### src/design/ddmc_pkg.sv
// constants and types of the dual dac mode control register bank
// How it works
// - bidir bit lets data pin drive reads
// - bit order select, msb first default
// - soft reset spares address zero; pin resets all
// - sleep stops outputs, power-down stops all else but the serial port
// - resistor mode: separate or shared reference
// - lock bit reads pll lock when enabled
// - interpolation rate field one to eight times
// - modulation mode field none to fs/8
// - zero stuffing enable bit
// - real mix default, zero couples modulators
// - complex rotation sign selects rejected image
// - two-port shared pin shows lock or clock
// - input coding twos complement or binary
// - two-port or interleaved one-port input
// - clock inversions and stronger clock driver
// - channel select polarity and pair order
// - data clock to shared pin or serial out
// - pll output divider one to eight
// - pll enable bit, off by default
// - charge pump bias automatic or manual
// - per channel fine and coarse gain
// - per channel offset and its direction
// - serial port reads and writes every register
package ddmc_pkg;
    localparam int NUM_REGS = 13;
    localparam logic [4:0] A_SPC = 5'h00;
    localparam logic [4:0] A_IMC = 5'h01;
    localparam logic [4:0] A_IDF = 5'h02;
    localparam logic [4:0] A_CRD = 5'h03;
    localparam logic [4:0] A_PCP = 5'h04;
    localparam logic [4:0] A_IFG = 5'h05;
    localparam logic [4:0] A_ICG = 5'h06;
    localparam logic [4:0] A_IOH = 5'h07;
    localparam logic [4:0] A_IOL = 5'h08;
    localparam logic [4:0] A_QFG = 5'h09;
    localparam logic [4:0] A_QCG = 5'h0a;
    localparam logic [4:0] A_QOH = 5'h0b;
    localparam logic [4:0] A_QOL = 5'h0c;
    localparam int B_BIDIR = 7, B_LSBF = 6, B_SRST = 5, B_SLEEP = 4, B_PDN = 3, B_RMODE = 2, B_LOCK = 1;
    localparam int B_INTERP = 6, B_MOD = 4, B_ZSTUFF = 3, B_REALMIX = 2, B_IMGSEL = 1, B_PIN8CLK = 0;
    localparam int B_BINARY = 7, B_ONEPORT = 6, B_DCSTRONG = 5, B_DCINV = 4, B_OPCINV = 2;
    localparam int B_SELINV = 1, B_QIORD = 0;
    localparam int B_CLKSDO = 7, B_PLLDIV = 0, B_PLLEN = 7, B_CPMAN = 6, B_CPBIAS = 0, B_OFFDIR = 7;
    localparam int B_RW = 7, B_NB = 5;
    // packed high address first
    localparam logic [NUM_REGS-1:0][7:0] WR_MASK = {8'h83, 8'hff, 8'h0f, 8'hff, 8'h83, 8'hff, 8'h0f,
                                                    8'hff, 8'hc7, 8'h83, 8'hf7, 8'hff, 8'hdc};
    localparam logic [NUM_REGS-1:0][7:0] RST_VAL = {8'h00, 8'h00, 8'h00, 8'h00, 8'h00, 8'h00, 8'h00,
                                                    8'h00, 8'h00, 8'h00, 8'h00, 8'h04, 8'h00};
    typedef enum logic [1:0] {ST_INSTR, ST_DATA, ST_HOLD} ddmc_ser_e;
    typedef struct packed {
        ddmc_ser_e                   st;
        logic                        rd;
        logic [4:0]                  addr;
        logic [1:0]                  left;
        logic [NUM_REGS-1:0][7:0]    regs;
        logic [7:0]                  tx;
        logic                        restart;
        logic                        sdio_oe;
        logic                        sdo_oe;
    } ddmc_top_s;
    typedef struct packed {
        logic       prev;
        logic [2:0] cnt;
        logic [7:0] sh;
        logic       done;
        logic [7:0] rx;
        logic       bit_out;
    } ddmc_eng_s;
    typedef struct packed {
        logic pin8;
        logic opc;
        logic sdo;
    } ddmc_rte_s;
endpackage

### src/design/ddmc_link_if.sv
// carrier between the register bank, its serial engine and the clock router
`timescale 1ns/1ps
interface ddmc_link_if;
    logic       lsb_first;
    logic [7:0] tx_byte;
    logic       byte_done;
    logic [7:0] rx_byte;
    logic       tx_bit;
    logic       pll_lock;
    logic       data_clk;
    logic       one_port;
    logic       pin8_clk;
    logic       dc_inv;
    logic       opc_inv;
    logic       clk_sdo;
    logic       pdn;
    modport eng (input lsb_first, tx_byte, output byte_done, rx_byte, tx_bit);
    modport rte (input pll_lock, data_clk, one_port, pin8_clk, dc_inv, opc_inv, clk_sdo, pdn, tx_bit);
endinterface

### src/design/ddmc_shift.sv
// serial byte engine: samples on rising sclk, shifts out on falling sclk
`timescale 1ns/1ps
module ddmc_shift (
    // clock and reset
    input  wire logic ref_clk,
    input  wire logic srst,
    // serial pins
    input  wire logic sclk,
    input  wire logic csb_n,
    input  wire logic sdi,
    // bank side
    ddmc_link_if.eng  link
);
    ddmc_pkg::ddmc_eng_s q, n;
    logic [7:0] sh_in;

    always_comb
    begin
        n = q;
        n.done = 1'b0;
        n.prev = sclk;
        sh_in = link.lsb_first ? {sdi, q.sh[7:1]} : {q.sh[6:0], sdi};
        if (csb_n)
        begin
            // a fresh select always restarts at the instruction byte
            n.cnt = 3'h0;
        end
        else if (sclk && !q.prev)
        begin
            n.sh = sh_in;
            n.cnt = q.cnt + 3'h1;
            if (q.cnt == 3'h7)
            begin
                n.done = 1'b1;
                n.rx = sh_in;
            end
        end
        else if (!sclk && q.prev)
        begin
            n.bit_out = link.lsb_first ? link.tx_byte[q.cnt] : link.tx_byte[3'h7 - q.cnt];
        end
    end

    always_ff @(posedge ref_clk)
    begin
        if (srst)
            q <= '0;
        else
            q <= n;
    end

    assign link.byte_done = q.done;
    assign link.rx_byte   = q.rx;
    assign link.tx_bit    = q.bit_out;
endmodule

### src/design/ddmc_clk_route.sv
// routes lock and data rate clock onto the shared pins
`timescale 1ns/1ps
module ddmc_clk_route (
    // clock and reset
    input  wire logic ref_clk,
    input  wire logic srst,
    // bank side
    ddmc_link_if.rte  link,
    // pins
    output logic      pin8_q,
    output logic      opc_q,
    output logic      sdo_q
);
    ddmc_pkg::ddmc_rte_s q, n;
    logic dclk;

    always_comb
    begin
        n = q;
        // power-down silences the clocks, the serial port stays alive
        dclk = link.data_clk & ~link.pdn;
        if (!link.clk_sdo && (link.one_port || link.pin8_clk))
            n.pin8 = dclk ^ link.dc_inv;
        else
            n.pin8 = link.pll_lock;
        n.opc = dclk ^ link.opc_inv;
        n.sdo = link.clk_sdo ? dclk : link.tx_bit;
    end

    always_ff @(posedge ref_clk)
    begin
        if (srst)
            q <= '0;
        else
            q <= n;
    end

    assign pin8_q = q.pin8;
    assign opc_q  = q.opc;
    assign sdo_q  = q.sdo;
endmodule

### src/design/ddmc_regs.sv
// top of the dual dac mode control register bank behind the serial port
`timescale 1ns/1ps
module ddmc_regs #(
    parameter int NREG = ddmc_pkg::NUM_REGS
) (
    // clock and reset
    input  wire logic       ref_clk,
    input  wire logic       srst,
    // serial port
    input  wire logic       spi_sclk,
    input  wire logic       spi_csb_n,
    input  wire logic       sdio_in,
    output logic            sdio_out,
    output logic            sdio_oe,
    output logic            serial_data_out_pin,
    output logic            serial_data_out_pin_oe,
    // analog and pll status
    input  wire logic       pll_lock_in,
    input  wire logic       data_rate_clk_in,
    // clock pins
    output logic            data_rate_clock_out,
    output logic            single_port_clock_out,
    // power and reference
    output logic            chip_restart,
    output logic            dac_sleep,
    output logic            power_down,
    output logic            resistor_mode_select,
    // datapath modes
    output logic [1:0]      interp_rate,
    output logic [1:0]      mod_mode,
    output logic            zero_stuff_en,
    output logic            real_mix,
    output logic            image_sel,
    output logic            straight_binary,
    output logic            one_port_mode,
    output logic            data_rate_clock_out_strong,
    output logic            channel_select_invert,
    output logic            qi_pair_order,
    // pll
    output logic [1:0]      pll_div,
    output logic            pll_en,
    output logic            cp_manual,
    output logic [2:0]      cp_bias,
    // channel trims
    output logic [7:0]      i_fine_gain,
    output logic [3:0]      i_coarse_gain,
    output logic [9:0]      i_offset,
    output logic            i_offset_dir,
    output logic [7:0]      q_fine_gain,
    output logic [3:0]      q_coarse_gain,
    output logic [9:0]      q_offset,
    output logic            q_offset_dir
);
    if (NREG != ddmc_pkg::NUM_REGS)
    begin : g_bad_nreg
        $error("register count must match the map");
    end

    ddmc_pkg::ddmc_top_s q, n;
    ddmc_link_if link ();
    logic       lock_rd;
    logic [7:0] wmask;
    logic       bidir;

    // lock reads zero while the pll is off
    assign lock_rd = q.regs[ddmc_pkg::A_PCP][ddmc_pkg::B_PLLEN] & pll_lock_in;
    assign bidir   = q.regs[ddmc_pkg::A_SPC][ddmc_pkg::B_BIDIR];

    function automatic logic [7:0] rd_val(input ddmc_pkg::ddmc_top_s s, input logic [4:0] a, input logic lk);
        rd_val = 8'h00;
        if (a < 5'(ddmc_pkg::NUM_REGS))
            rd_val = s.regs[a] & ddmc_pkg::WR_MASK[a];
        if (a == ddmc_pkg::A_SPC)
            rd_val[ddmc_pkg::B_LOCK] = lk;
    endfunction

    always_comb
    begin
        n = q;
        n.restart = 1'b0;
        wmask = 8'h00;
        if (q.addr < 5'(ddmc_pkg::NUM_REGS))
            wmask = ddmc_pkg::WR_MASK[q.addr];
        if (spi_csb_n)
        begin
            // an aborted byte never reaches a register
            n.st = ddmc_pkg::ST_INSTR;
        end
        else if (link.byte_done)
        begin
            unique case (q.st)
                ddmc_pkg::ST_INSTR:
                begin
                    n.rd = link.rx_byte[ddmc_pkg::B_RW];
                    n.left = link.rx_byte[ddmc_pkg::B_NB +: 2];
                    n.addr = link.rx_byte[4:0];
                    n.tx = rd_val(q, link.rx_byte[4:0], lock_rd);
                    n.st = ddmc_pkg::ST_DATA;
                end
                ddmc_pkg::ST_DATA:
                begin
                    if (!q.rd && wmask != 8'h00)
                    begin
                        n.regs[q.addr] = (q.regs[q.addr] & ~wmask) | (link.rx_byte & wmask);
                        if (q.addr == ddmc_pkg::A_SPC && link.rx_byte[ddmc_pkg::B_SRST])
                        begin
                            // address zero keeps its new value, the rest go to defaults
                            for (int i = 1; i < ddmc_pkg::NUM_REGS; i++)
                                n.regs[i] = ddmc_pkg::RST_VAL[i];
                            n.restart = 1'b1;
                        end
                    end
                    n.addr = q.addr + 5'h01;
                    n.left = q.left - 2'h1;
                    n.tx = rd_val(n, q.addr + 5'h01, lock_rd);
                    if (q.left == 2'h0)
                        n.st = ddmc_pkg::ST_HOLD;
                end
                ddmc_pkg::ST_HOLD:
                begin
                    n.st = ddmc_pkg::ST_HOLD;
                end
            endcase
        end
        n.sdio_oe = !spi_csb_n && n.st == ddmc_pkg::ST_DATA && n.rd && bidir;
        n.sdo_oe = n.regs[ddmc_pkg::A_CRD][ddmc_pkg::B_CLKSDO] ||
                   (!spi_csb_n && n.st == ddmc_pkg::ST_DATA && n.rd && !bidir);
    end

    always_ff @(posedge ref_clk)
    begin
        if (srst)
        begin
            q <= '0;
            q.regs <= ddmc_pkg::RST_VAL;
        end
        else
        begin
            q <= n;
        end
    end

    // link wiring
    assign link.lsb_first = q.regs[ddmc_pkg::A_SPC][ddmc_pkg::B_LSBF];
    assign link.tx_byte   = q.tx;
    assign link.pll_lock  = lock_rd;
    assign link.data_clk  = data_rate_clk_in;
    assign link.one_port  = q.regs[ddmc_pkg::A_IDF][ddmc_pkg::B_ONEPORT];
    assign link.pin8_clk  = q.regs[ddmc_pkg::A_IMC][ddmc_pkg::B_PIN8CLK];
    assign link.dc_inv    = q.regs[ddmc_pkg::A_IDF][ddmc_pkg::B_DCINV];
    assign link.opc_inv   = q.regs[ddmc_pkg::A_IDF][ddmc_pkg::B_OPCINV];
    assign link.clk_sdo   = q.regs[ddmc_pkg::A_CRD][ddmc_pkg::B_CLKSDO];
    assign link.pdn       = q.regs[ddmc_pkg::A_SPC][ddmc_pkg::B_PDN];

    ddmc_shift u_shift (
        .ref_clk (ref_clk),
        .srst    (srst),
        .sclk    (spi_sclk),
        .csb_n   (spi_csb_n),
        .sdi     (sdio_in),
        .link    (link)
    );

    ddmc_clk_route u_route (
        .ref_clk (ref_clk),
        .srst    (srst),
        .link    (link),
        .pin8_q  (data_rate_clock_out),
        .opc_q   (single_port_clock_out),
        .sdo_q   (serial_data_out_pin)
    );

    // serial outputs
    assign sdio_out               = link.tx_bit;
    assign sdio_oe                = q.sdio_oe;
    assign serial_data_out_pin_oe = q.sdo_oe;

    // control fields straight from the register flops
    assign chip_restart          = q.restart;
    assign dac_sleep             = q.regs[ddmc_pkg::A_SPC][ddmc_pkg::B_SLEEP];
    assign power_down            = q.regs[ddmc_pkg::A_SPC][ddmc_pkg::B_PDN];
    assign resistor_mode_select  = q.regs[ddmc_pkg::A_SPC][ddmc_pkg::B_RMODE];
    assign interp_rate           = q.regs[ddmc_pkg::A_IMC][ddmc_pkg::B_INTERP +: 2];
    assign mod_mode              = q.regs[ddmc_pkg::A_IMC][ddmc_pkg::B_MOD +: 2];
    assign zero_stuff_en         = q.regs[ddmc_pkg::A_IMC][ddmc_pkg::B_ZSTUFF];
    assign real_mix              = q.regs[ddmc_pkg::A_IMC][ddmc_pkg::B_REALMIX];
    assign image_sel             = q.regs[ddmc_pkg::A_IMC][ddmc_pkg::B_IMGSEL];
    assign straight_binary       = q.regs[ddmc_pkg::A_IDF][ddmc_pkg::B_BINARY];
    assign one_port_mode         = q.regs[ddmc_pkg::A_IDF][ddmc_pkg::B_ONEPORT];
    assign data_rate_clock_out_strong        = q.regs[ddmc_pkg::A_IDF][ddmc_pkg::B_DCSTRONG];
    assign channel_select_invert = q.regs[ddmc_pkg::A_IDF][ddmc_pkg::B_SELINV];
    assign qi_pair_order         = q.regs[ddmc_pkg::A_IDF][ddmc_pkg::B_QIORD];
    assign pll_div               = q.regs[ddmc_pkg::A_CRD][ddmc_pkg::B_PLLDIV +: 2];
    assign pll_en                = q.regs[ddmc_pkg::A_PCP][ddmc_pkg::B_PLLEN];
    assign cp_manual             = q.regs[ddmc_pkg::A_PCP][ddmc_pkg::B_CPMAN];
    assign cp_bias               = q.regs[ddmc_pkg::A_PCP][ddmc_pkg::B_CPBIAS +: 3];
    assign i_fine_gain           = q.regs[ddmc_pkg::A_IFG];
    assign i_coarse_gain         = q.regs[ddmc_pkg::A_ICG][3:0];
    assign i_offset              = {q.regs[ddmc_pkg::A_IOH], q.regs[ddmc_pkg::A_IOL][1:0]};
    assign i_offset_dir          = q.regs[ddmc_pkg::A_IOL][ddmc_pkg::B_OFFDIR];
    assign q_fine_gain           = q.regs[ddmc_pkg::A_QFG];
    assign q_coarse_gain         = q.regs[ddmc_pkg::A_QCG][3:0];
    assign q_offset              = {q.regs[ddmc_pkg::A_QOH], q.regs[ddmc_pkg::A_QOL][1:0]};
    assign q_offset_dir          = q.regs[ddmc_pkg::A_QOL][ddmc_pkg::B_OFFDIR];

    for (genvar g = 0; g < ddmc_pkg::NUM_REGS; g++)
    begin : g_unused

    end
endmodule

### config.mk
export PLATFORM = sky130hd
export DESIGN_NAME = ddmc_regs
export DESIGN_NICKNAME = d
export VERILOG_FILES = /design/src/design/ddmc_pkg.sv /design/src/design/ddmc_link_if.sv /design/src/design/ddmc_shift.sv /design/src/design/ddmc_clk_route.sv /design/src/design/ddmc_regs.sv
export SDC_FILE = /design/constraint.sdc
export NUM_CORES = 1
export LEC_CHECK = 0
export BUFFER_PORTS_ARGS = -buffer_cell sky130_fd_sc_hd__buf_2
export CORE_ASPECT_RATIO = 0.7
export CORE_MARGIN = 5
export CORE_UTILIZATION = 40
export DETAILED_ROUTE_END_ITERATION = 8
export PLACE_DENSITY = 0.62
export SLEW_MARGIN = 5
export SYNTH_ARGS = -nofsm -noshare
export SYNTH_HDL_FRONTEND = slang
export SYNTH_HIERARCHICAL = 1
export SYNTH_SLANG_ARGS = --single-unit
### constraint.sdc
create_clock -name ref_clk -period 5.02 [get_ports ref_clk]
set_input_delay 0.502 -clock ref_clk [delete_from_list [all_inputs] [get_ports ref_clk]]
set_output_delay 0.502 -clock ref_clk [all_outputs]
set_load 0.1 [all_outputs]
Word level (Yosys, flattened, before mapping):

Memory sizes are Yosys's and may differ from the RTL's. A register that Yosys moved wholly into a read port is not among the register bits.
Cells that the tools add are included.

* $add $sub $neg: 4
* magnitude comparators: 9
* equality and inequality tests: 4
* mux-type cells: 47
* bitwise logic cells: 16
* reductions and logical operators: 33

Operator list (number)
* $mux W104: 5
* $mux W123: 1
* $mux W121: 1
* $bwmux W104: 1
* $bmux W8 S4: 3
* $mux W96: 1
* $mux W8: 11
* $and A8 B8 Y8: 4
* $demux W8 S4: 1
* $mux W4: 4
* $pmux W8 S2: 1
* $logic_not A5 Y1: 3
* $lt A5 B4 Y1 const B: 3
* $lt A5 B5 Y1 const B: 3
* $pmux W7 S2: 1
* $reduce_and A3 Y1: 4
* $mux W1: 11
* $logic_and A1 B1 Y1: 10
* $mux W9: 1
* $lt A3 B4 Y1 const B: 2
* $not A8 Y8: 1
* $or A8 B8 Y8: 1
* $reduce_bool A8 Y1: 1
* $bmux W1 S3: 2
* other kinds (21): 37

* flip-flop bits (word level): 150
* bits in read-only memories: 384
* input bits: 7
* output and inout port bits: 75
* word-level logic and storage cells: 147
* memories kept: 3

Memories
* (no name shown): depth 16, width 8, rd ports 1, clocked after memory_dff 0, wr ports 0, RTL line ddmc_regs.sv:72 `rd_val = s.regs[a] & ddmc_pkg::WR_MASK[a];`
* (no name shown): depth 16, width 8, rd ports 1, clocked after memory_dff 1, wr ports 0, RTL line ddmc_regs.sv:72
* (no name shown): depth 16, width 8, rd ports 1, clocked after memory_dff 1, wr ports 0, RTL line ddmc_regs.sv:83 `wmask = ddmc_pkg::WR_MASK[q.addr];`

Logic depth before layout (Yosys ltp):

Gate-level depths: netlist of the first run.

* depth in word-level cells: 25
* depth in mapped cells: 16
* depth with buffers taken out: 11

Hierarchy:

Netlist of the first run, hierarchy kept.

By module, submodules not included
* ddmc_regs: instances 1, cells an instance 1282, area an instance 10362.4 µm², seq. area each 2642.5 µm²
* ddmc_shift: instances 1, cells an instance 107, area an instance 1113.6 µm², seq. area each 440.4 µm²
* ddmc_clk_route: instances 1, cells an instance 12, area an instance 130.1 µm², seq. area each 60.1 µm²

Worst setup path after synthesis of the first run:

OpenSTA, ideal clock, no wires.

* kind: reg-to-reg
* from: register q[117] in the netlist's numbering
* to: register q, in the netlist link.tx_byte[4]
* setup time: 132 ps
* arrival: 3620 ps
* data required time: 4888 ps
* path slack: 1268 ps
* cell stages (with the launch flop): 15
* path buffers: 6
* period minus slack after synthesis: 3752 ps
* cells stage by stage: dfxtp_1 buf_4 buf_6 buf_4 inv_1 buf_2 clkbuf_1 ha_1 nor4b_2 a21oi_1 or3_1 clkbuf_2 a221o_1 a2111oi_0 o31ai_1

* word-level cells in the longest chain between the ends: 16
* elaborated cells on any way between the ends: 32
* classes of those cells: add/sub: 1; order compare: 4; mux: 16; bitwise: 5; reduce/logical: 5; memory: 1

Ends and longest elaborated chain
* start, declared: RTL line ddmc_regs.sv:59 `ddmc_pkg::ddmc_top_s q, n;`
* start signal, assigned: RTL line ddmc_regs.sv:139 `q <= n;`
* $lt A5 B4 Y1: RTL line ddmc_regs.sv:82 `if (q.addr < 5'(ddmc_pkg::NUM_REGS))`
* $mux W8: RTL line ddmc_regs.sv:82
* $not A8 Y8: RTL line ddmc_regs.sv:104 `n.regs[q.addr] = (q.regs[q.addr] & ~wmask) | (link.rx_byte & wmask);`
* $and A8 B8 Y8: RTL line ddmc_regs.sv:104
* $or A8 B8 Y8: RTL line ddmc_regs.sv:104
* $bwmux W104: RTL line ddmc_regs.sv:104
* $mux W96: RTL line ddmc_regs.sv:105 `if (q.addr == ddmc_pkg::A_SPC && link.rx_byte[ddmc_pkg::B_SRST])`
* $mux W104: RTL line ddmc_regs.sv:102 `if (!q.rd && wmask != 8'h00)`
* $mux W104: RTL line ddmc_regs.sv:91 `unique case (q.st)`
* $mux W104: RTL line ddmc_regs.sv:89 `else if (link.byte_done)`
* $mux W104: RTL line ddmc_regs.sv:84 `if (spi_csb_n)`
* $bmux W8 S4: RTL line ddmc_regs.sv:72
* $mux W8 (implied by the code): RTL line ddmc_regs.sv:72
* $and A8 B8 Y8: RTL line ddmc_regs.sv:72
* $mux W8 *: RTL line ddmc_regs.sv:71 `if (a < 5'(ddmc_pkg::NUM_REGS))`
* $pmux W8 S2 *: RTL line ddmc_regs.sv:91

Mark *: on every way between the ends. The rest lies on a longest branch, timed or not. The select of a mux whose other input is x is not followed.
A chain may end at the register's enable or synchronous reset.

Final worst setup path of the first run:

* from: register q[118] in the netlist's numbering
* to: register q, in the netlist link.tx_byte[0]

Same word-level chain as after synthesis.

==> reports/results.txt, run 1 <==
Synth Cell Area: 0.01161 mm2
Pleak: 4.339 nW
total track usage: 38.58%
ys async rst share: 0%
fin. max-slew vios: 0
synthesis-to-layout area growth: 7.514%
Slew HR: 9.020%
Die W: 213.6 um
initial antenna violation count: 0
Die Footprint: 0.03258 mm2
Nets: 1396
critical path startpoint category: flip-flop
met1 usage: 56.69%
GRT Max-Usage Layer: met1
worst setup path class: flip-flop to flip-flop
Slew @ Worst Pin: 1.348 ns
nature of the critical path endpoint: flip-flop
failing checks: DRC
final setup vio count: 0
area of the multi-input gates: 0.007316 mm2
I/O pin total: 82
slowest stage delay, CP: 0.88 ns
H-tree depth: 4
Die Span Y: 152.5 um
count of flip-flops with a built-in enable after synthesis: 0
total global routing overflow: 0
core area: 0.02876 mm2
Worst R2R Path Depth: 7
Period minus WS final: 4.664 ns
total setup buffers inserted after CTS: 0
Synth Area per Inst: 8.284 um2
via/cell ratio: 7.144
RSZ-0062 raised after global routing: false
Reg area: 0.003148 mm2
gpl congestion: 1.069
vias in the first global route: 11670
clock transition at the registers of the reported paths: 0.07 ns
# fillers: 2924
yosys warns: 6
Routed wire per std cell: 36.45 um
pin count of the biggest net entering global routing: 89
CP Cell Sequence: ha_1 -> xor2_1 -> nand2_1 -> a211oi_1 -> nor4_1 -> a311oi_1 -> nor4_1
Initial DRC Count: 2400
dominant cells by area after synthesis: dfxtp_1, mux4_2, nor2_1
fraction of layout cells with a size suffix above 1: 19.54%
Finished Layout Cells: 1762
clock latency at the later pin of the worst-skew pair: 0.47 ns
worst path arrival time: 4.97 ns
clock sink count: 157
FMAX: 214.4 MHz
placement row count: 52
starting density of the core: 40.36%
clk buf depth: 2
Post-DP HPWL: 47680 um
Data required, critical path: 5.32 ns
Fin Clk Skew: 0.01401 ns
met2 usage: 52.67%
met3 Use GR: 11.87%
Max-cap violations: 0
# DRC: 1
placed insts: 1728
library cells used by synthesis: 100
Final Hold Fails: 0
Final Cycle Share: 92.91%
synthesized flop and latch total: 157
Cells after Synth: 1401
drt first pass iters: 9
Main synth FF type: dfxtp_1
CP most frequent cell: nor4_1
most frequent cells after synthesis: nor2_1, dfxtp_1, a22oi_1
Yosys top cell area share: 27.08%
IO Port Bufs: 81
CTS tree: done
final WL: 64230 um
status: finished, violations left
cell with the most instances after synthesis: nor2_1
PostCTS Resize Cnt: 0
CP max stage cell: xor2_1
cts bufs inserted: 17
Root Buffer: clkbuf_16
ANT nets after route: 0
HP Class: input port to flip-flop
Setup TNS Final: 0 ns
Crit Path Max Fanout: 23
Peak supply drop: 183.2 uV
first-pass GRT wire length: 91020 um
largest area contributor in the netlist: dfxtp_1
sequential-to-total area share from yosys stat: 27.08%
Worst Hold Depth: 2
CTS Hold Bufs: 0
Post-Syn Nets: 1428
via count: 12590
pwr dens: 214.5 mW/mm2
==> kinds of logic (layout without fill, tap and decap cells) <==
group           Yosys count  in the layout  share of synthesized area [%]
compound gates          455            455                          28.34
xor+xnor                  9              9                         0.8085
fa+ha+maj                20             20                          2.156
buf+inv                 214            195                          10.07
flops                   157            157                          27.08
mux                      79             79                          11.32
other cells               0              2                              0
simple gates            467            467                          20.22
==> placed cells by master, fill, tap and decap left out, drive strengths merged, types with 18 or more instances in the layout <==
| cell | n |
|---|---|
| nor2 | 195 |
| dfxtp | 157 |
| buf | 134 |
| a22oi | 95 |
| a21oi | 91 |
| nand2 | 74 |
| a211oi | 48 |
| mux4 | 41 |
| inv | 38 |
| nand3 | 36 |
| o21ai | 33 |
| mux2i | 30 |
| nor3 | 26 |
| o31ai | 24 |
| ha | 20 |
| a31oi | 18 |
==> per-layer routing <==
metal  wire (um)  up-vias
li1            -     5240
met1       27770     6193
met2       25560      962
met3        8027      192
met4        2872        0
met5           0        -
==> report_power, final <==
group / leakage, nW / internal, mW / switching (mW)
clock: 0.288 / 0.710 / 0.659
sequential: 1.27 / 1.25 / 0.00551
combinational: 2.78 / 0.0139 / 0.0381
total: 4.34 / 1.97 / 0.703
==> layout make-up <==
type,instances,share of cell area [%]
Antenna cell,2,0.04011
Clock buffer,17,3.409
Clock inverter,15,1.374
Inverter,29,0.8724
Multi-Input combinational cell,1030,58.63
Sequential cell,157,25.23
Tap cell,378,3.790
Timing Repair Buffer,134,6.658
==> worst paths after layout <==
| kind | start | to | slack [ns] |
|---|---|---|---|
| max | q[118]$_SDFFE_PP0P_ | link.tx_byte[0]$_SDFFE_PP0P_ | 0.36 |
| min | spi_sclk | u_shift/q[21]$_SDFF_PP0_ | 0.33 |
| max reg2reg | q[118]$_SDFFE_PP0P_ | link.tx_byte[0]$_SDFFE_PP0P_ | 0.36 |
| min reg2reg | q[116]$_SDFFE_PP0P_ | q[116]$_SDFFE_PP0P_ | 0.46 |
==> flip-flops by register name (all words and copies together) (netlist names), 2 cells and up, named ones only <==
signal and cells:
cp_bias 3, i_coarse_gain 4, i_fine_gain 8, i_offset 10
interp_rate 2, link.tx_byte 8, mod_mode 2, pll_div 2
q 40, q_coarse_gain 4, q_fine_gain 8, q_offset 10
u_shift/link.rx_byte 8, u_shift/q 12
==> per-stage QoR <==
step / instance area (um2) / worst slack [ns] / power, mW / hold slack, ns / util, %
2_1_floorplan: 11610 / 1.268 / 1.320 / 0.4319 / -
3_3_place_gp: 11880 / 0.6572 / 1.334 / 0.4403 / 41.30
3_5_place_dp: 11880 / 0.7966 / 1.336 / 0.4506 / 41.30
4_1_cts: 12470 / 0.7504 / 2.686 / 0.3175 / 43.37
6_report: 12480 / 0.3559 / 2.676 / 0.3334 / 43.39
5_1_grt: 12470 / 0.4507 / 2.744 / 0.3486 / 43.37
==> worst max-delay path, delay by kind of cell (launching register included) <==
kind,cells,cell delay (ns)
AOI/OAI and AO/OA,2,1.25
xor gates and xnor gates,1,0.88
and+or+nand+nor,3,0.88
DFF,1,0.79
adders and majority gates,1,0.68
Power figures use the tool's default switching activity.
==> run 2, diff against run 1 <==
--- a/config.mk
+++ b/config.mk
@@ -5,12 +5,13 @@
 export SDC_FILE = /design/constraint.sdc
 export NUM_CORES = 1
 export LEC_CHECK = 0
+export ABC_AREA = 1
 export BUFFER_PORTS_ARGS = -buffer_cell sky130_fd_sc_hd__buf_2
 export CORE_ASPECT_RATIO = 0.7
 export CORE_MARGIN = 5
 export CORE_UTILIZATION = 40
 export DETAILED_ROUTE_END_ITERATION = 8
-export PLACE_DENSITY = 0.62
+export PLACE_DENSITY = 0.61
 export SLEW_MARGIN = 5
 export SYNTH_ARGS = -nofsm -noshare
 export SYNTH_HDL_FRONTEND = slang
==> run 2 against run 1 <==
Net effect: cell count grew 48%; critical path type unchanged; core utilization decreased by 0.76 points; the run now ends clean; first-iteration DRC count shrank 2.5%; combinational power up 22%; global-route usage shrank 7.6 points; clock-buffer cell count grew 2; non-clock buffer count is 14 lower; sequential power about the same; clock power increased by 3%; register-to-register slack gained 0.47 ns; via count rose by 18%.
==> reports/results.txt, run 2 <==
Biggest register: q
worst path arrival time: 4.59 ns (-0.38 ns)
Final Cycle Share: 83.53% (-9.4 points)
IO Port Bufs: 81 (unchanged)
synthesis-to-layout area growth: 5.930%
synthesized flop and latch total: 157 (unchanged)
worst setup path class: flip-flop to flip-flop
Die Span Y: 160.4 um (+5.2%)
# DRC: 0 (-1)
Period minus WS final: 4.193 ns (-0.4707 ns)
Die W: 224.9 um (+5.3%)
placed insts: 2570 (+49%)
starting density of the core: 40.25% (-0.11 points)
Largest regs: q: 40 flops, u_shift/q: 12 flops
pin count of the biggest net entering global routing: 102 (+15%)
clock latency at the later pin of the worst-skew pair: 0.47 ns (about the same)
via/cell ratio: 5.715 (-20%)
Final Hold Fails: 0 (unchanged)
commonest non-fill, non-tap cell in the layout: nand2_1
ANT nets after route: 0 (unchanged)
Finished Layout Cells: 2603 (+48%)
total global routing overflow: 0 (unchanged)
total track usage: 31.00% (-7.6 points)
Slew HR: 26.08% (+17 points)
dominant cells by area after synthesis: dfxtp_1, nand2_1, nand3_1
drt first pass iters: 6 (-3)
Post-Syn Nets: 2238 (+57%)
Die Footprint: 0.03609 mm2 (+11%)
CTS Hold Bufs: 0 (unchanged)
most frequent cells after synthesis: nand2_1, inv_1, nand3_1
count of flip-flops with a built-in enable after synthesis: 0 (unchanged)
overall power: 2.723 mW (+1.7%)
Pleak: 6.590 nW (+52%)
RSZ-0062 raised after global routing: false
status: complete, no violations
Max-cap violations: 0 (unchanged)
placement row count: 55 (+5.8%)
core area: 0.03214 mm2 (+12%)
Setup TNS Final: 0 ns (unchanged)
gpl congestion: 1.104 (+3.3%)
Main synth FF type: dfxtp_1
# fillers: 3492 (+19%)
yosys warns: 6 (unchanged)
final setup vio count: 0 (unchanged)
Slew @ Worst Pin: 1.105 ns (-0.2428 ns)
most frequent cells in the layout: nand2_1, inv_1, nand3_1
Peak supply drop: 166.1 uV (-9.3%)
final WL: 57580 um (-10%)
Routed wire per std cell: 22.12 um (-39%)
H-tree depth: 4 (unchanged)
first-pass GRT wire length: 84690 um (-7.0%)
sequential-to-total area share from yosys stat: 24.30% (-2.8 points)
HP Class: input port to flip-flop
pwr dens: 198.8 mW/mm2 (-7.3%)
Synth Area per Inst: 5.850 um2 (-29%)
initial antenna violation count: 1 (+1)
Yosys top cell area share: 24.30% (-2.8 points)
PostCTS Resize Cnt: 0 (unchanged)
Data required, critical path: 5.41 ns (+0.09 ns)
clock transition at the registers of the reported paths: 0.08 ns (about the same)
cell with the most instances after synthesis: nand2_1
Initial DRC Count: 2339 (-2.5%)
library cells used by synthesis: 46 (-54%)
critical path startpoint category: flip-flop
Fin Clk Skew: 0.01760 ns (+0.003597 ns)
total setup buffers inserted after CTS: 0 (unchanged)
fin. max-slew vios: 0 (unchanged)
Nets: 2189 (+57%)
CTS tree: done
clock sink count: 157 (unchanged)
Root Buffer: clkbuf_16
Synth Cell Area: 0.01293 mm2 (+11%)
via count: 14880 (+18%)
largest area contributor in the netlist: dfxtp_1
ys async rst share: 0% (unchanged)
Crit Path Max Fanout: 15 (-35%)
I/O pin total: 82 (unchanged)
cts bufs inserted: 17 (unchanged)
max reg flops: 40 (unchanged)
vias in the first global route: 13040 (+12%)
Cells after Synth: 2211 (+58%)
fraction of layout cells with a size suffix above 1: 9.241% (-10 points)
Post-DP HPWL: 41680 um (-13%)
clk buf depth: 2 (unchanged)
FMAX: 238.5 MHz (+11%)
nature of the critical path endpoint: flip-flop
## run 2: cell types whose count changed in the layout (fill, tap and decap cells not counted), sizes merged, moves of 15 or more
cell,delta
nand2,+471
inv,+255
o21ai,+212
nand3,+204
a22oi,-93
o211ai,+74
a21oi,+49
a211oi,-42
mux4,-41
nor2,+40
mux2i,-30
nor3,-17
or3,-16
nor2b,-15
## run 2: report_power, final
| group | switching (mW) | internal (mW) | total [mW] | leakage, nW |
|---|---|---|---|---|
| clock network | 0.634 | 0.771 | 1.41 | 0.297 |
| logic | 0.0495 | 0.0138 | 0.0633 | 5.03 |
| registers | 0.00473 | 1.25 | 1.25 | 1.27 |
| total | 0.688 | 2.04 | 2.72 | 6.59 |
## run 2: cell type report
class | count | area [um2] | area share [%]
Clock inverter | 13 | 153.9 | 1.123
Antenna cell | 1 | 2.502 | 0.01826
Multi-Input combinational cell | 1574 | 7566 | 55.22
Clock buffer | 19 | 452.9 | 3.306
Timing Repair Buffer | 120 | 748.2 | 5.461
Inverter | 292 | 1096 | 8.000
Sequential cell | 157 | 3147 | 22.97
Tap cell | 427 | 534.3 | 3.900
## run 2: final timing paths
path,cells after the start,endpoint,from,slack [ns]
worst max-delay path,17,link.tx_byte[1]$_SDFFE_PP0P_,q[118]$_SDFFE_PP0P_,0.83
worst min register to register,2,u_shift/q[10]$_SDFFE_PP0P_,u_shift/q[10]$_SDFFE_PP0P_,0.47
worst max register to register,17,link.tx_byte[1]$_SDFFE_PP0P_,q[118]$_SDFFE_PP0P_,0.83
worst min-delay path,3,u_shift/q[21]$_SDFF_PP0_,spi_sclk,0.27
## run 2: cells by family after synthesis
kind of cell	Yosys count	synth area share (%)
AOI/OAI and AO/OA	508	22.11
xor gates and xnor gates	3	0.2032
buffers and inverters	480	17.26
and+or+nand+nor	1043	34.19
adders and majority gates	20	1.935
DFF	157	24.30
## run 2: critical path: stages (launching register included)
cell and delay [ns]:
dfxtp_1 0.70, buf_4 0.37, nor2_2 0.06, nor2_2 0.16, nor2_4 0.12, nand2_1 0.31
nand4_1 0.79, nand3_1 0.47, nand3_1 0.10, o21ai_0 0.26, a21oi_1 0.21, nand2_1 0.13
nand2_1 0.08, clkinv_1 0.06, nand2_1 0.06, nand2_1 0.07, nand2_1 0.05, a21oi_1 0.11
## run 2: routing by layer
metal | GRT usage, % | wire (um)
met1 | 46.14 | 25790
met2 | 40.53 | 21920
met3 | 12.95 | 8550
met4 | 7.994 | 1320
met5 | 0 | 0
## run 2: through the flow
stage | worst slack (ns) | hold slack [ns] | instance area, um2 | util [%]
2_1_floorplan | 1.922 | 0.4224 | 12930 | -
3_5_place_dp | 1.180 | 0.4593 | 13090 | 40.74
3_3_place_gp | 1.157 | 0.4380 | 13090 | 40.74
4_1_cts | 1.160 | 0.2579 | 13700 | 42.62
5_1_grt | 0.8102 | 0.2937 | 13700 | 42.62
6_report | 0.8266 | 0.2715 | 13700 | 42.63
